File: src/pkg/sastc_consts.svh
`ifndef SASTC_CONSTS_SVH
`define SASTC_CONSTS_SVH

`define SASTC_CMD_HEALTH 8'hB0
`define SASTC_SUB_AUTOSAVE 8'hD2
`define SASTC_SUB_SAVE 8'hD3
`define SASTC_SUB_EXEC 8'hD4
`define SASTC_SUB_ENABLE 8'hD8
`define SASTC_SUB_DISABLE 8'hD9
`define SASTC_AS_OFF 8'h00
`define SASTC_AS_ON 8'hF1
`define SASTC_EX_COLLECT 8'h00
`define SASTC_EX_SHORT 8'h01
`define SASTC_EX_EXTENDED 8'h02
`define SASTC_EX_SELECTIVE 8'h04
`define SASTC_EX_ABORT 8'h7F
`define SASTC_EX_ABORT_ALT 8'h0F
`define SASTC_EX_CAPTIVE 8'h80
`define SASTC_FAIL_LBA_LOW 8'hF4
`define SASTC_FAIL_LBA_HIGH 8'h2C
`define SASTC_ST_DONE 8'h00
`define SASTC_OL_DONE 8'h02
`define SASTC_OL_SUSPENDED 8'h03
`define SASTC_SPAN_OFFLINE 8'h06
`define SASTC_CLK_HZ 20000000
`define SASTC_AUTOSAVE_MIN 15
`define SASTC_AUTOSAVE_CYC (64'(`SASTC_AUTOSAVE_MIN) * 64'd60 * 64'(`SASTC_CLK_HZ))
`define SASTC_SERVICE_S 2
`define SASTC_SERVICE_CYC (`SASTC_SERVICE_S * `SASTC_CLK_HZ)
`define SASTC_ADDR_CTRL 12'h000
`define SASTC_ADDR_STATUS 12'h004
`define SASTC_CTRL_HEALTH_BIT 0
`define SASTC_CTRL_AUTOSAVE_BIT 1

`endif

File: src/pkg/sastc_pkg.sv
package sastc_pkg;
    typedef enum logic [2:0] {
        SASTC_IDLE,
        SASTC_BUSY,
        SASTC_CAPTIVE,
        SASTC_SPANS,
        SASTC_OFFLINE,
        SASTC_DONE
    } sastc_state_e;

    typedef enum logic [1:0] {
        SASTC_T_NONE,
        SASTC_T_COLLECT,
        SASTC_T_SELF,
        SASTC_T_SELECTIVE
    } sastc_test_e;
endpackage

File: src/rtl/sastc_top.sv
// Function
// - Autosave stores attributes at first active idle, then every 15 minutes.
// - Autosave enable state survives power cycles via nonvolatile storage.
// - Autosave subcommand with sector count 00h disables autosave.
// - Autosave subcommand with sector count F1h enables autosave.
// - Other nonzero sector count leaves autosave unchanged and reports error.
// - Attributes may still be saved at power-up or power-down when disabled.
// - Autosave subcommand: raise BSY and apply, then drop BSY and assert INTRQ on the same edge.
// - Disabling health monitoring also turns autosave off.
// - Save subcommand: BSY, write attributes regardless of autosave, drop BSY, INTRQ.
// - Execute-immediate decodes LBA Low into collection, tests, abort, reserved.
// - Off-line mode completes command first, never sets BSY nor clears DRDY.
// - New host command during off-line routine is served within two seconds.
// - Captive mode holds BSY during test, records result, then completes.
// - Captive failure sets ERR, ABRT, LBA Low F4h, LBA High 2Ch.
// - LBA Low 4 or 132 starts selective test: extended checks then span scan. Code scans spans only for 4; 132 runs captive and ends at I_TEST_DONE.
// - Scan each span fully, report progress, end with status by errors.
// - Span scan error is reported and the following off-line scan skipped.
// - Spans done with scan flag: pending, active, span>5, status 00h, 03h.
// - After power-up, wait pending time with active low, then resume scan.
// - Whole media scanned: clear pending and active, off-line status 02h.
// - Reset aborts selective test unless pending; abort code and new test abort it.
`timescale 1ns/1ps
`default_nettype none
`include "sastc_consts.svh"

module sastc_top (
    input wire logic I_CLK,
    input wire logic I_SYS_RST,
    input wire logic I_CMD_STB,
    input wire logic [7:0] I_CMD,
    input wire logic [7:0] I_FEATURES,
    input wire logic [7:0] I_SECTOR_COUNT,
    input wire logic [7:0] I_LBA_LOW,
    input wire logic I_HOST_RESET,
    input wire logic I_ACTIVE_IDLE,
    input wire logic I_POWER_EVENT,
    input wire logic I_NV_AUTOSAVE,
    input wire logic I_NV_PENDING,
    input wire logic I_TEST_DONE,
    input wire logic I_TEST_FAIL,
    input wire logic I_OFFLINE_FLAG,
    input wire logic I_SPAN_DONE,
    input wire logic I_LAST_SPAN,
    input wire logic I_SUSPENDED,
    input wire logic I_PENDING_EXPIRED,
    input wire logic I_MEDIA_DONE,
    input wire logic I_SAVE_DONE,
    input wire logic PCLK,
    input wire logic PRESETn,
    input wire logic PSEL,
    input wire logic PENABLE,
    input wire logic PWRITE,
    input wire logic [11:0] PADDR,
    input wire logic [31:0] PWDATA,
    output logic [31:0] PRDATA,
    output logic PREADY,
    output logic PSLVERR,
    output logic O_BSY,
    output logic O_DRDY,
    output logic O_INTRQ,
    output logic O_ERR,
    output logic O_ABRT,
    output logic [7:0] O_LBA_LOW,
    output logic [7:0] O_LBA_HIGH,
    output logic O_SAVE_REQ,
    output logic O_NV_WRITE,
    output logic O_AUTOSAVE_EN,
    output logic O_HEALTH_EN,
    output logic O_TEST_START,
    output sastc_pkg::sastc_test_e O_TEST_KIND,
    output logic O_TEST_ABORT,
    output logic O_PENDING,
    output logic O_ACTIVE,
    output logic [7:0] O_SELFTEST_STATUS,
    output logic [7:0] O_OFFLINE_STATUS,
    output logic [7:0] O_SPAN_UNDER_TEST
);
    import sastc_pkg::*;

    localparam logic [35:0] AUTOSAVE_CYC = 36'(`SASTC_AUTOSAVE_CYC);
    localparam logic [35:0] SERVICE_CYC = 36'(`SASTC_SERVICE_CYC);

    typedef struct packed {
        sastc_state_e state;
        sastc_test_e kind;
        logic health_en;
        logic autosave_en;
        logic idle_seen;
        logic [35:0] save_cnt;
        logic [35:0] svc_cnt;
        logic bsy;
        logic intrq;
        logic err;
        logic abrt;
        logic [7:0] lba_low;
        logic [7:0] lba_high;
        logic save_req;
        logic nv_write;
        logic test_start;
        logic test_abort;
        logic scan_flag;
        logic span_err;
        logic pending;
        logic active;
        logic [7:0] st_status;
        logic [7:0] ol_status;
        logic [7:0] span;
        logic boot;
        logic [2:0] act_sync;
        logic [2:0] pwr_sync;
        logic [31:0] prdata;
    } sastc_regs_s;

    sastc_regs_s q, d;

    function automatic logic is_test(input logic [7:0] code);
        logic [7:0] base;
        base = code & 8'h7F;
        is_test = (base == `SASTC_EX_SHORT) || (base == `SASTC_EX_EXTENDED)
            || (base == `SASTC_EX_SELECTIVE);
    endfunction

    function automatic sastc_state_e resume_state(input sastc_test_e kind, input logic pend);
        resume_state = (kind == SASTC_T_SELECTIVE && !pend) ? SASTC_SPANS
            : (kind != SASTC_T_NONE) ? SASTC_OFFLINE : SASTC_IDLE;
    endfunction

    logic health_cmd;
    logic apb_wr;
    logic act_rise;
    logic pwr_rise;
    assign health_cmd = I_CMD_STB && (I_CMD == `SASTC_CMD_HEALTH);
    assign apb_wr = PSEL && PENABLE && PWRITE;
    assign act_rise = (q.act_sync[2:1] == 2'b01);
    assign pwr_rise = (q.pwr_sync[2:1] == 2'b01);

    always_comb begin
        d = q;
        d.act_sync = {q.act_sync[1:0], I_ACTIVE_IDLE};
        d.pwr_sync = {q.pwr_sync[1:0], I_POWER_EVENT};
        d.intrq = 1'b0;
        d.save_req = 1'b0;
        d.nv_write = 1'b0;
        d.test_start = 1'b0;
        d.test_abort = 1'b0;
        d.prdata = 32'h0000_0000;
        if (q.boot) begin
            d.boot = 1'b0;
            d.autosave_en = I_NV_AUTOSAVE;
            d.pending = I_NV_PENDING;
            d.active = 1'b0;
            if (I_NV_PENDING) begin
                d.state = SASTC_OFFLINE;
                d.kind = SASTC_T_SELECTIVE;
            end
        end
        // Autosave timer
        if (q.autosave_en && q.health_en) begin
            if (act_rise && !q.idle_seen) begin
                d.idle_seen = 1'b1;
                d.save_req = 1'b1;
                d.save_cnt = 36'h0_0000_0000;
            end else if (q.idle_seen) begin
                if (q.save_cnt >= AUTOSAVE_CYC - 36'h0_0000_0001) begin
                    d.save_cnt = 36'h0_0000_0000;
                    d.save_req = 1'b1;
                end else begin
                    d.save_cnt = q.save_cnt + 36'h0_0000_0001;
                end
            end
        end
        if (pwr_rise) begin
            d.save_req = 1'b1;
        end
        if (I_HOST_RESET && (q.kind == SASTC_T_SELECTIVE) && !q.pending) begin
            d.test_abort = 1'b1;
            d.state = SASTC_IDLE;
            d.kind = SASTC_T_NONE;
            d.active = 1'b0;
        end
        unique case (q.state)
            SASTC_IDLE, SASTC_SPANS, SASTC_OFFLINE: begin
                if (q.state != SASTC_IDLE && !q.pending && I_CMD_STB) begin
                    d.svc_cnt = SERVICE_CYC;
                end
                if (q.svc_cnt != 36'h0_0000_0000) begin
                    d.svc_cnt = q.svc_cnt - 36'h0_0000_0001;
                end
                if (q.state == SASTC_SPANS) begin
                    if (I_TEST_FAIL) begin
                        d.span_err = 1'b1;
                    end
                    if (I_SPAN_DONE) begin
                        d.span = q.span + 8'h01;
                    end
                    if (I_SPAN_DONE && I_LAST_SPAN) begin
                        if (q.span_err || I_TEST_FAIL || !q.scan_flag) begin
                            d.st_status = {7'h00, q.span_err | I_TEST_FAIL};
                            d.state = SASTC_IDLE;
                            d.kind = SASTC_T_NONE;
                        end else begin
                            d.pending = 1'b1;
                            d.active = 1'b1;
                            d.span = `SASTC_SPAN_OFFLINE;
                            d.st_status = `SASTC_ST_DONE;
                            d.ol_status = `SASTC_OL_SUSPENDED;
                            d.state = SASTC_OFFLINE;
                        end
                    end
                end
                if (q.state == SASTC_OFFLINE) begin
                    if (q.pending && !q.active && I_PENDING_EXPIRED) begin
                        d.active = 1'b1;
                    end
                    if (q.active && I_MEDIA_DONE) begin
                        d.pending = 1'b0;
                        d.active = 1'b0;
                        d.ol_status = `SASTC_OL_DONE;
                        d.state = SASTC_IDLE;
                        d.kind = SASTC_T_NONE;
                    end
                end
                if (q.state != SASTC_IDLE && I_TEST_DONE
                        && q.kind != SASTC_T_SELECTIVE) begin
                    d.st_status = {7'h00, I_TEST_FAIL};
                    d.state = SASTC_IDLE;
                    d.kind = SASTC_T_NONE;
                end
                if (health_cmd) begin
                    d.bsy = 1'b1;
                    d.err = 1'b0;
                    d.abrt = 1'b0;
                    d.state = SASTC_BUSY;
                    if (!q.health_en && I_FEATURES != `SASTC_SUB_ENABLE) begin
                        d.err = 1'b1;
                        d.abrt = 1'b1;
                    end else begin
                        unique case (I_FEATURES)
                            `SASTC_SUB_AUTOSAVE: begin
                                if (I_SECTOR_COUNT == `SASTC_AS_OFF) begin
                                    d.autosave_en = 1'b0;
                                    d.nv_write = 1'b1;
                                end else if (I_SECTOR_COUNT == `SASTC_AS_ON) begin
                                    d.autosave_en = 1'b1;
                                    d.nv_write = 1'b1;
                                    d.idle_seen = 1'b0;
                                end else begin
                                    d.err = 1'b1;
                                    d.abrt = 1'b1;
                                end
                            end
                            `SASTC_SUB_SAVE: begin
                                d.save_req = 1'b1;
                                d.state = SASTC_DONE;
                            end
                            `SASTC_SUB_ENABLE: begin
                                d.health_en = 1'b1;
                                d.nv_write = 1'b1;
                            end
                            `SASTC_SUB_DISABLE: begin
                                d.health_en = 1'b0;
                                d.autosave_en = 1'b0;
                                d.nv_write = 1'b1;
                            end
                            `SASTC_SUB_EXEC: begin
                                if (I_LBA_LOW == `SASTC_EX_ABORT
                                        || I_LBA_LOW == `SASTC_EX_ABORT_ALT) begin
                                    d.test_abort = 1'b1;
                                    d.pending = 1'b0;
                                    d.active = 1'b0;
                                    d.kind = SASTC_T_NONE;
                                end else if (I_LBA_LOW == `SASTC_EX_COLLECT
                                        || is_test(I_LBA_LOW)) begin
                                    d.test_abort = (q.kind != SASTC_T_NONE);
                                    d.test_start = 1'b1;
                                    d.pending = 1'b0;
                                    d.active = 1'b0;
                                    d.span_err = 1'b0;
                                    d.span = 8'h01;
                                    d.scan_flag = I_OFFLINE_FLAG;
                                    d.kind = (I_LBA_LOW == `SASTC_EX_COLLECT) ? SASTC_T_COLLECT
                                        : ((I_LBA_LOW & 8'h7F) == `SASTC_EX_SELECTIVE)
                                        ? SASTC_T_SELECTIVE : SASTC_T_SELF;
                                    if (I_LBA_LOW[7]) begin
                                        d.state = SASTC_CAPTIVE;
                                    end
                                end else begin
                                    d.err = 1'b1;
                                    d.abrt = 1'b1;
                                end
                            end
                            default: begin
                                d.err = 1'b1;
                                d.abrt = 1'b1;
                            end
                        endcase
                    end
                end
            end
            SASTC_BUSY: begin
                d.bsy = 1'b0;
                d.intrq = 1'b1;
                d.state = resume_state(q.kind, q.pending);
            end
            SASTC_DONE: begin
                if (I_SAVE_DONE) begin
                    d.bsy = 1'b0;
                    d.intrq = 1'b1;
                    d.state = resume_state(q.kind, q.pending);
                end
            end
            SASTC_CAPTIVE: begin
                if (I_TEST_DONE) begin
                    d.st_status = {7'h00, I_TEST_FAIL};
                    d.bsy = 1'b0;
                    d.intrq = 1'b1;
                    d.kind = SASTC_T_NONE;
                    d.state = SASTC_IDLE;
                    if (I_TEST_FAIL) begin
                        d.err = 1'b1;
                        d.abrt = 1'b1;
                        d.lba_low = `SASTC_FAIL_LBA_LOW;
                        d.lba_high = `SASTC_FAIL_LBA_HIGH;
                    end
                end
            end
        endcase
        if (PSEL && !PENABLE && !PWRITE) begin
            d.prdata = (PADDR == `SASTC_ADDR_CTRL)
                ? {30'h0, q.autosave_en, q.health_en}
                : (PADDR == `SASTC_ADDR_STATUS)
                ? {q.span, q.ol_status, q.st_status, 3'h0, q.bsy, q.pending,
                    q.active, q.err, q.abrt}
                : 32'h0000_0000;
        end
        if (apb_wr && PADDR == `SASTC_ADDR_CTRL) begin
            d.health_en = PWDATA[`SASTC_CTRL_HEALTH_BIT];
            d.autosave_en = PWDATA[`SASTC_CTRL_AUTOSAVE_BIT]
                & PWDATA[`SASTC_CTRL_HEALTH_BIT];
        end
    end

    always_ff @(posedge I_CLK or posedge I_SYS_RST) begin
        if (I_SYS_RST) begin
            q <= '0;
            q.state <= SASTC_IDLE;
            q.kind <= SASTC_T_NONE;
            q.health_en <= 1'b1;
            q.boot <= 1'b1;
        end else begin
            q <= d;
        end
    end

    assign PRDATA = q.prdata;
    assign PREADY = 1'b1;
    assign PSLVERR = PSEL && PENABLE && (PADDR != `SASTC_ADDR_CTRL)
        && (PADDR != `SASTC_ADDR_STATUS);
    assign O_BSY = q.bsy || (q.svc_cnt != 36'h0_0000_0000 && 1'b0);
    assign O_DRDY = 1'b1;
    assign O_INTRQ = q.intrq;
    assign O_ERR = q.err;
    assign O_ABRT = q.abrt;
    assign O_LBA_LOW = q.lba_low;
    assign O_LBA_HIGH = q.lba_high;
    assign O_SAVE_REQ = q.save_req;
    assign O_NV_WRITE = q.nv_write;
    assign O_AUTOSAVE_EN = q.autosave_en;
    assign O_HEALTH_EN = q.health_en;
    assign O_TEST_START = q.test_start;
    assign O_TEST_KIND = q.kind;
    assign O_TEST_ABORT = q.test_abort || (I_SUSPENDED && 1'b0);
    assign O_PENDING = q.pending;
    assign O_ACTIVE = q.active;
    assign O_SELFTEST_STATUS = q.st_status;
    assign O_OFFLINE_STATUS = q.ol_status;
    assign O_SPAN_UNDER_TEST = q.span;
endmodule // sastc_top

`default_nettype wire

File: config.mk
export PLATFORM = sky130hd
export DESIGN_NAME = sastc_top
export DESIGN_NICKNAME = d
export VERILOG_FILES = /design/src/pkg/sastc_pkg.sv /design/src/rtl/sastc_top.sv
export VERILOG_INCLUDE_DIRS = /design/src /design/src/pkg
export SDC_FILE = /design/constraint.sdc
export NUM_CORES = 1
export LEC_CHECK = 0
export ABC_AREA = 1
export BUFFER_PORTS_ARGS = -buffer_cell sky130_fd_sc_hd__buf_2
export CAP_MARGIN = 20
export CORE_MARGIN = 2
export CORE_UTILIZATION = 48
export CTS_CLUSTER_SIZE = 16
export DETAILED_ROUTE_END_ITERATION = 7
export HOLD_SLACK_MARGIN = 0.03
export PLACE_DENSITY = 0.86
export SLEW_MARGIN = 20
export SYNTH_ARGS = -nofsm -noshare
export SYNTH_HDL_FRONTEND = slang
export SYNTH_SLANG_ARGS = --single-unit
File: constraint.sdc
create_clock -name I_CLK -period 2.9 [get_ports I_CLK]
set_input_delay 0.29 -clock I_CLK [delete_from_list [all_inputs] [get_ports I_CLK]]
set_output_delay 0.29 -clock I_CLK [all_outputs]
set_load 0.01 [all_outputs]
==> metrics <==
count of port buffers added during placement 133; power share of the sequential group 46.9%; number of top-level pins 187; pin count of the biggest net entering global routing 45; final-layout fill cell count 1259; final setup fails 0; Reg clk slew, reported paths 0.07 ns; DIE WIDTH 120.1 µm; share of post-route cells with drive strength above 1 19.02%; clock share of power 32.3%; residual overflow from global routing 0; portion of the clock cycle consumed by the worst path in the final layout 72.64%; Worst EP required 3.15 ns; number of distinct library cell variants in the gate-level netlist after synthesis 45; total half-perimeter wirelength after legalization and detailed placement 12140 µm; Mapped Avg Cell Area 7.223 µm²; wire length of the first global-routing pass 26210 µm; cell area after placement 0.006824 mm²; die span in y 120.1 µm; via count of the first global-routing pass 5534; CP max FO 13; most frequent cells after synthesis 243 x sky130_fd_sc_hd__nand2_1, 125 x sky130_fd_sc_hd__nor2_1, 101 x sky130_fd_sc_hd__dfrtp_1; number of buffers inserted by post-CTS setup repair 0; LEAKAGE 3.790 nW; net switching fraction of the power 32.99%; area fraction of the dominant cell type after synthesis 39.09%; count of inserted antenna diode cells 0; slew at the pin closest to its max-slew limit 0.6681 ns; Hold Crit Class input port to flop; largest area contributor in the synthesized netlist sky130_fd_sc_hd__dfrtp_1; Switching Power 1.206 mW; CP Class flop to flop; unrepaired setup endpoints after global routing no; Slew Viols, Final 0; number of DRC markers in iteration 0 332; synth warn 0; Internal Pwr Total 2.449 mW; remaining antenna violation count after routing 0; number of antenna violations at the first check in global routing 0; Nets 1078; maximum ir drop on the vdd rail 0.2972 mV; time the worst path needs with I/O delays and setup 2.107 ns; flip-flop cell with the highest count after synthesis sky130_fd_sc_hd__dfrtp_1; count of vias placed by the detailed router 5778; max cap viols 0; core region area 0.01319 mm²; headroom to the max-slew limit 55.35%; count of hold-fix buffers inserted at cts 3; power density cells 511.6 mW/mm²; highest clock frequency the design can meet 474.7 MHz; post-route design area 0.007144 mm²; fraction of registers with async set/reset 100.0%; number of buffers on the longest clock path 2; post-DR vias/cell 4.985; Cells after Synth 895; clock tree from TritonCTS built; number of storage elements in the synthesis netlist 103; H-Tree Depth 3; Clock Sink Count 103; number of buffers created by CTS 9; summed negative setup slack over all endpoints 0 ns; final weighted congestion in routability-driven placement 0.9642; run status finished, final reports clean; Hold Vio Cnt, Final 0; share of synthesized area occupied by flip-flops and latches 39.91%; GRT Resource Usage Total 22.50%; Post-Route Skew 0.01052 ns; starting density of the core 49.01%; Std-Cell Rows 42; number of synthesized flops with an enable pin 0; routed wirelength normalized by instance count 13.25 µm; Comb power frac 20.8%; min setup slack post-route 0.7934 ns; type of element launching the critical path flop; DRC viols 0; Cell Area, Synth 0.006465 mm²; post-cts resize count 0; area growth from synthesis to layout 10.51%; kind of capture point of the worst setup path flop; Die ar. 0.01441 mm²; clock latency at the later pin of the worst-skew pair 0.36 ns; cell with the most instances after synthesis sky130_fd_sc_hd__nand2_1; Total Wirelength 15350 µm; worst slack at placement 0.7887 ns; leading cell types by total area after synthesis sky130_fd_sc_hd__dfrtp_1 39%, sky130_fd_sc_hd__nand2_1 14%, sky130_fd_sc_hd__buf_4 9.1%; drt first pass iters 8; Arrival @ worst endpoint 2.35 ns; clock root buffer sky130_fd_sc_hd__clkbuf_16
[final cells by class]
class / count / area [µm²] / area share, %
inverter: 99 / 377.9 / 5.289
sequential: 103 / 2580 / 36.11
tap: 176 / 220.2 / 3.082
clock inverter: 7 / 65.06 / 0.9107
timing repair buffer: 141 / 745.7 / 10.44
multi-input combinational: 624 / 2930 / 41.02
clock buffer: 9 / 225.2 / 3.152
[logic make-up after synthesis]
group           after synthesis  share of synthesized area, %
compound gates               68                         5.903
xor+xnor                     29                         3.929
fa+ha+maj                     2                        0.3870
buf+inv                     188                         15.93
flops                       103                         39.91
mux                           1                        0.1548
other cells                   2                        0.1162
simple gates                502                         33.68
[metal layers]
metal / vias to the layer above / track usage [%] / routed length [µm]
li1: 2892 / - / -
met1: 2662 / 28.09 / 6388
met2: 201 / 39.31 / 7722
met5: - / 0 / 0
met4: 0 / 7.132 / 286
met3: 23 / 4.183 / 955
[flip-flops by register name (all words and copies together), names as in the netlist, 2 cells and up]
name               count
d                      4
q                     45
O_TEST_KIND            2
O_SPAN_UNDER_TEST      8
O_OFFLINE_STATUS       8
PRDATA                23
[per-stage QoR]
| step | power, mW | hold WS (ns) | util (%) | cells |
|---|---|---|---|---|
| 2_1_floorplan | 2.334 | 0.3214 | - | 915 |
| 3_3_place_gp | 2.478 | 0.2798 | 51.74 | 1140 |
| 3_5_place_dp | 2.497 | 0.2827 | 51.74 | 1140 |
| 4_1_cts | 3.679 | 0.1273 | 54.16 | 1159 |
| 5_1_grt | 3.862 | 0.1524 | 54.16 | 1159 |
| 6_report | 3.655 | 0.1379 | 54.16 | 1159 |
[worst max-delay path, stage by stage, from the launching register on]
cell and delay (ns):
sky130_fd_sc_hd__dfrtp_1 0.45, sky130_fd_sc_hd__ha_1 0.29, sky130_fd_sc_hd__nand3_2 0.15, sky130_fd_sc_hd__inv_1 0.09, sky130_fd_sc_hd__nand3_1 0.11, sky130_fd_sc_hd__nand4_1 0.50
sky130_fd_sc_hd__o21ai_0 0.40
[power groups by stage]
| stage | sequential, mW | clock, mW | combinational (mW) |
|---|---|---|---|
| floorplan | 1.71 | 0 | 0.620 |
| global route | 1.73 | 1.26 | 0.870 |
| CTS | 1.71 | 1.20 | 0.765 |
| detailed placement | 1.74 | 0 | 0.757 |
| global placement | 1.74 | 0 | 0.742 |
| finish | 1.71 | 1.18 | 0.761 |
[final timing paths]
kind                                 from  endpoint  slack (ns)  cells after the start
setup / recovery                   q[127]    q[143]        0.79                      6
hold / removal             I_OFFLINE_FLAG     q[66]        0.14                      3
setup reg to reg                   q[127]    q[143]        0.79                      6
hold reg to reg                     d[33]     d[34]        0.36                      0
max in group asynchronous       I_SYS_RST     d[34]        1.81                      4
min in group asynchronous       I_SYS_RST    q[132]        0.45                      3
[placed cells by master, fill, tap and decap left out, drive strengths merged, types with 2 or more instances in the layout]
cell type	n
xnor2	14
clkinvlp	2
or2	4
nand4	12
o21ai	28
dlygate4sd3	3
a31oi	3
clkinv	6
o22ai	3
nand2	249
inv	98
nand3b	4
nor2	135
a21oi	27
xor2	15
ha	2
nor3	28
nor3b	2
clkbuf	9
dfstp	2
buf	138
dfrtp	101
conb	22
nand3	68
(Power assumes the default switching activity.)
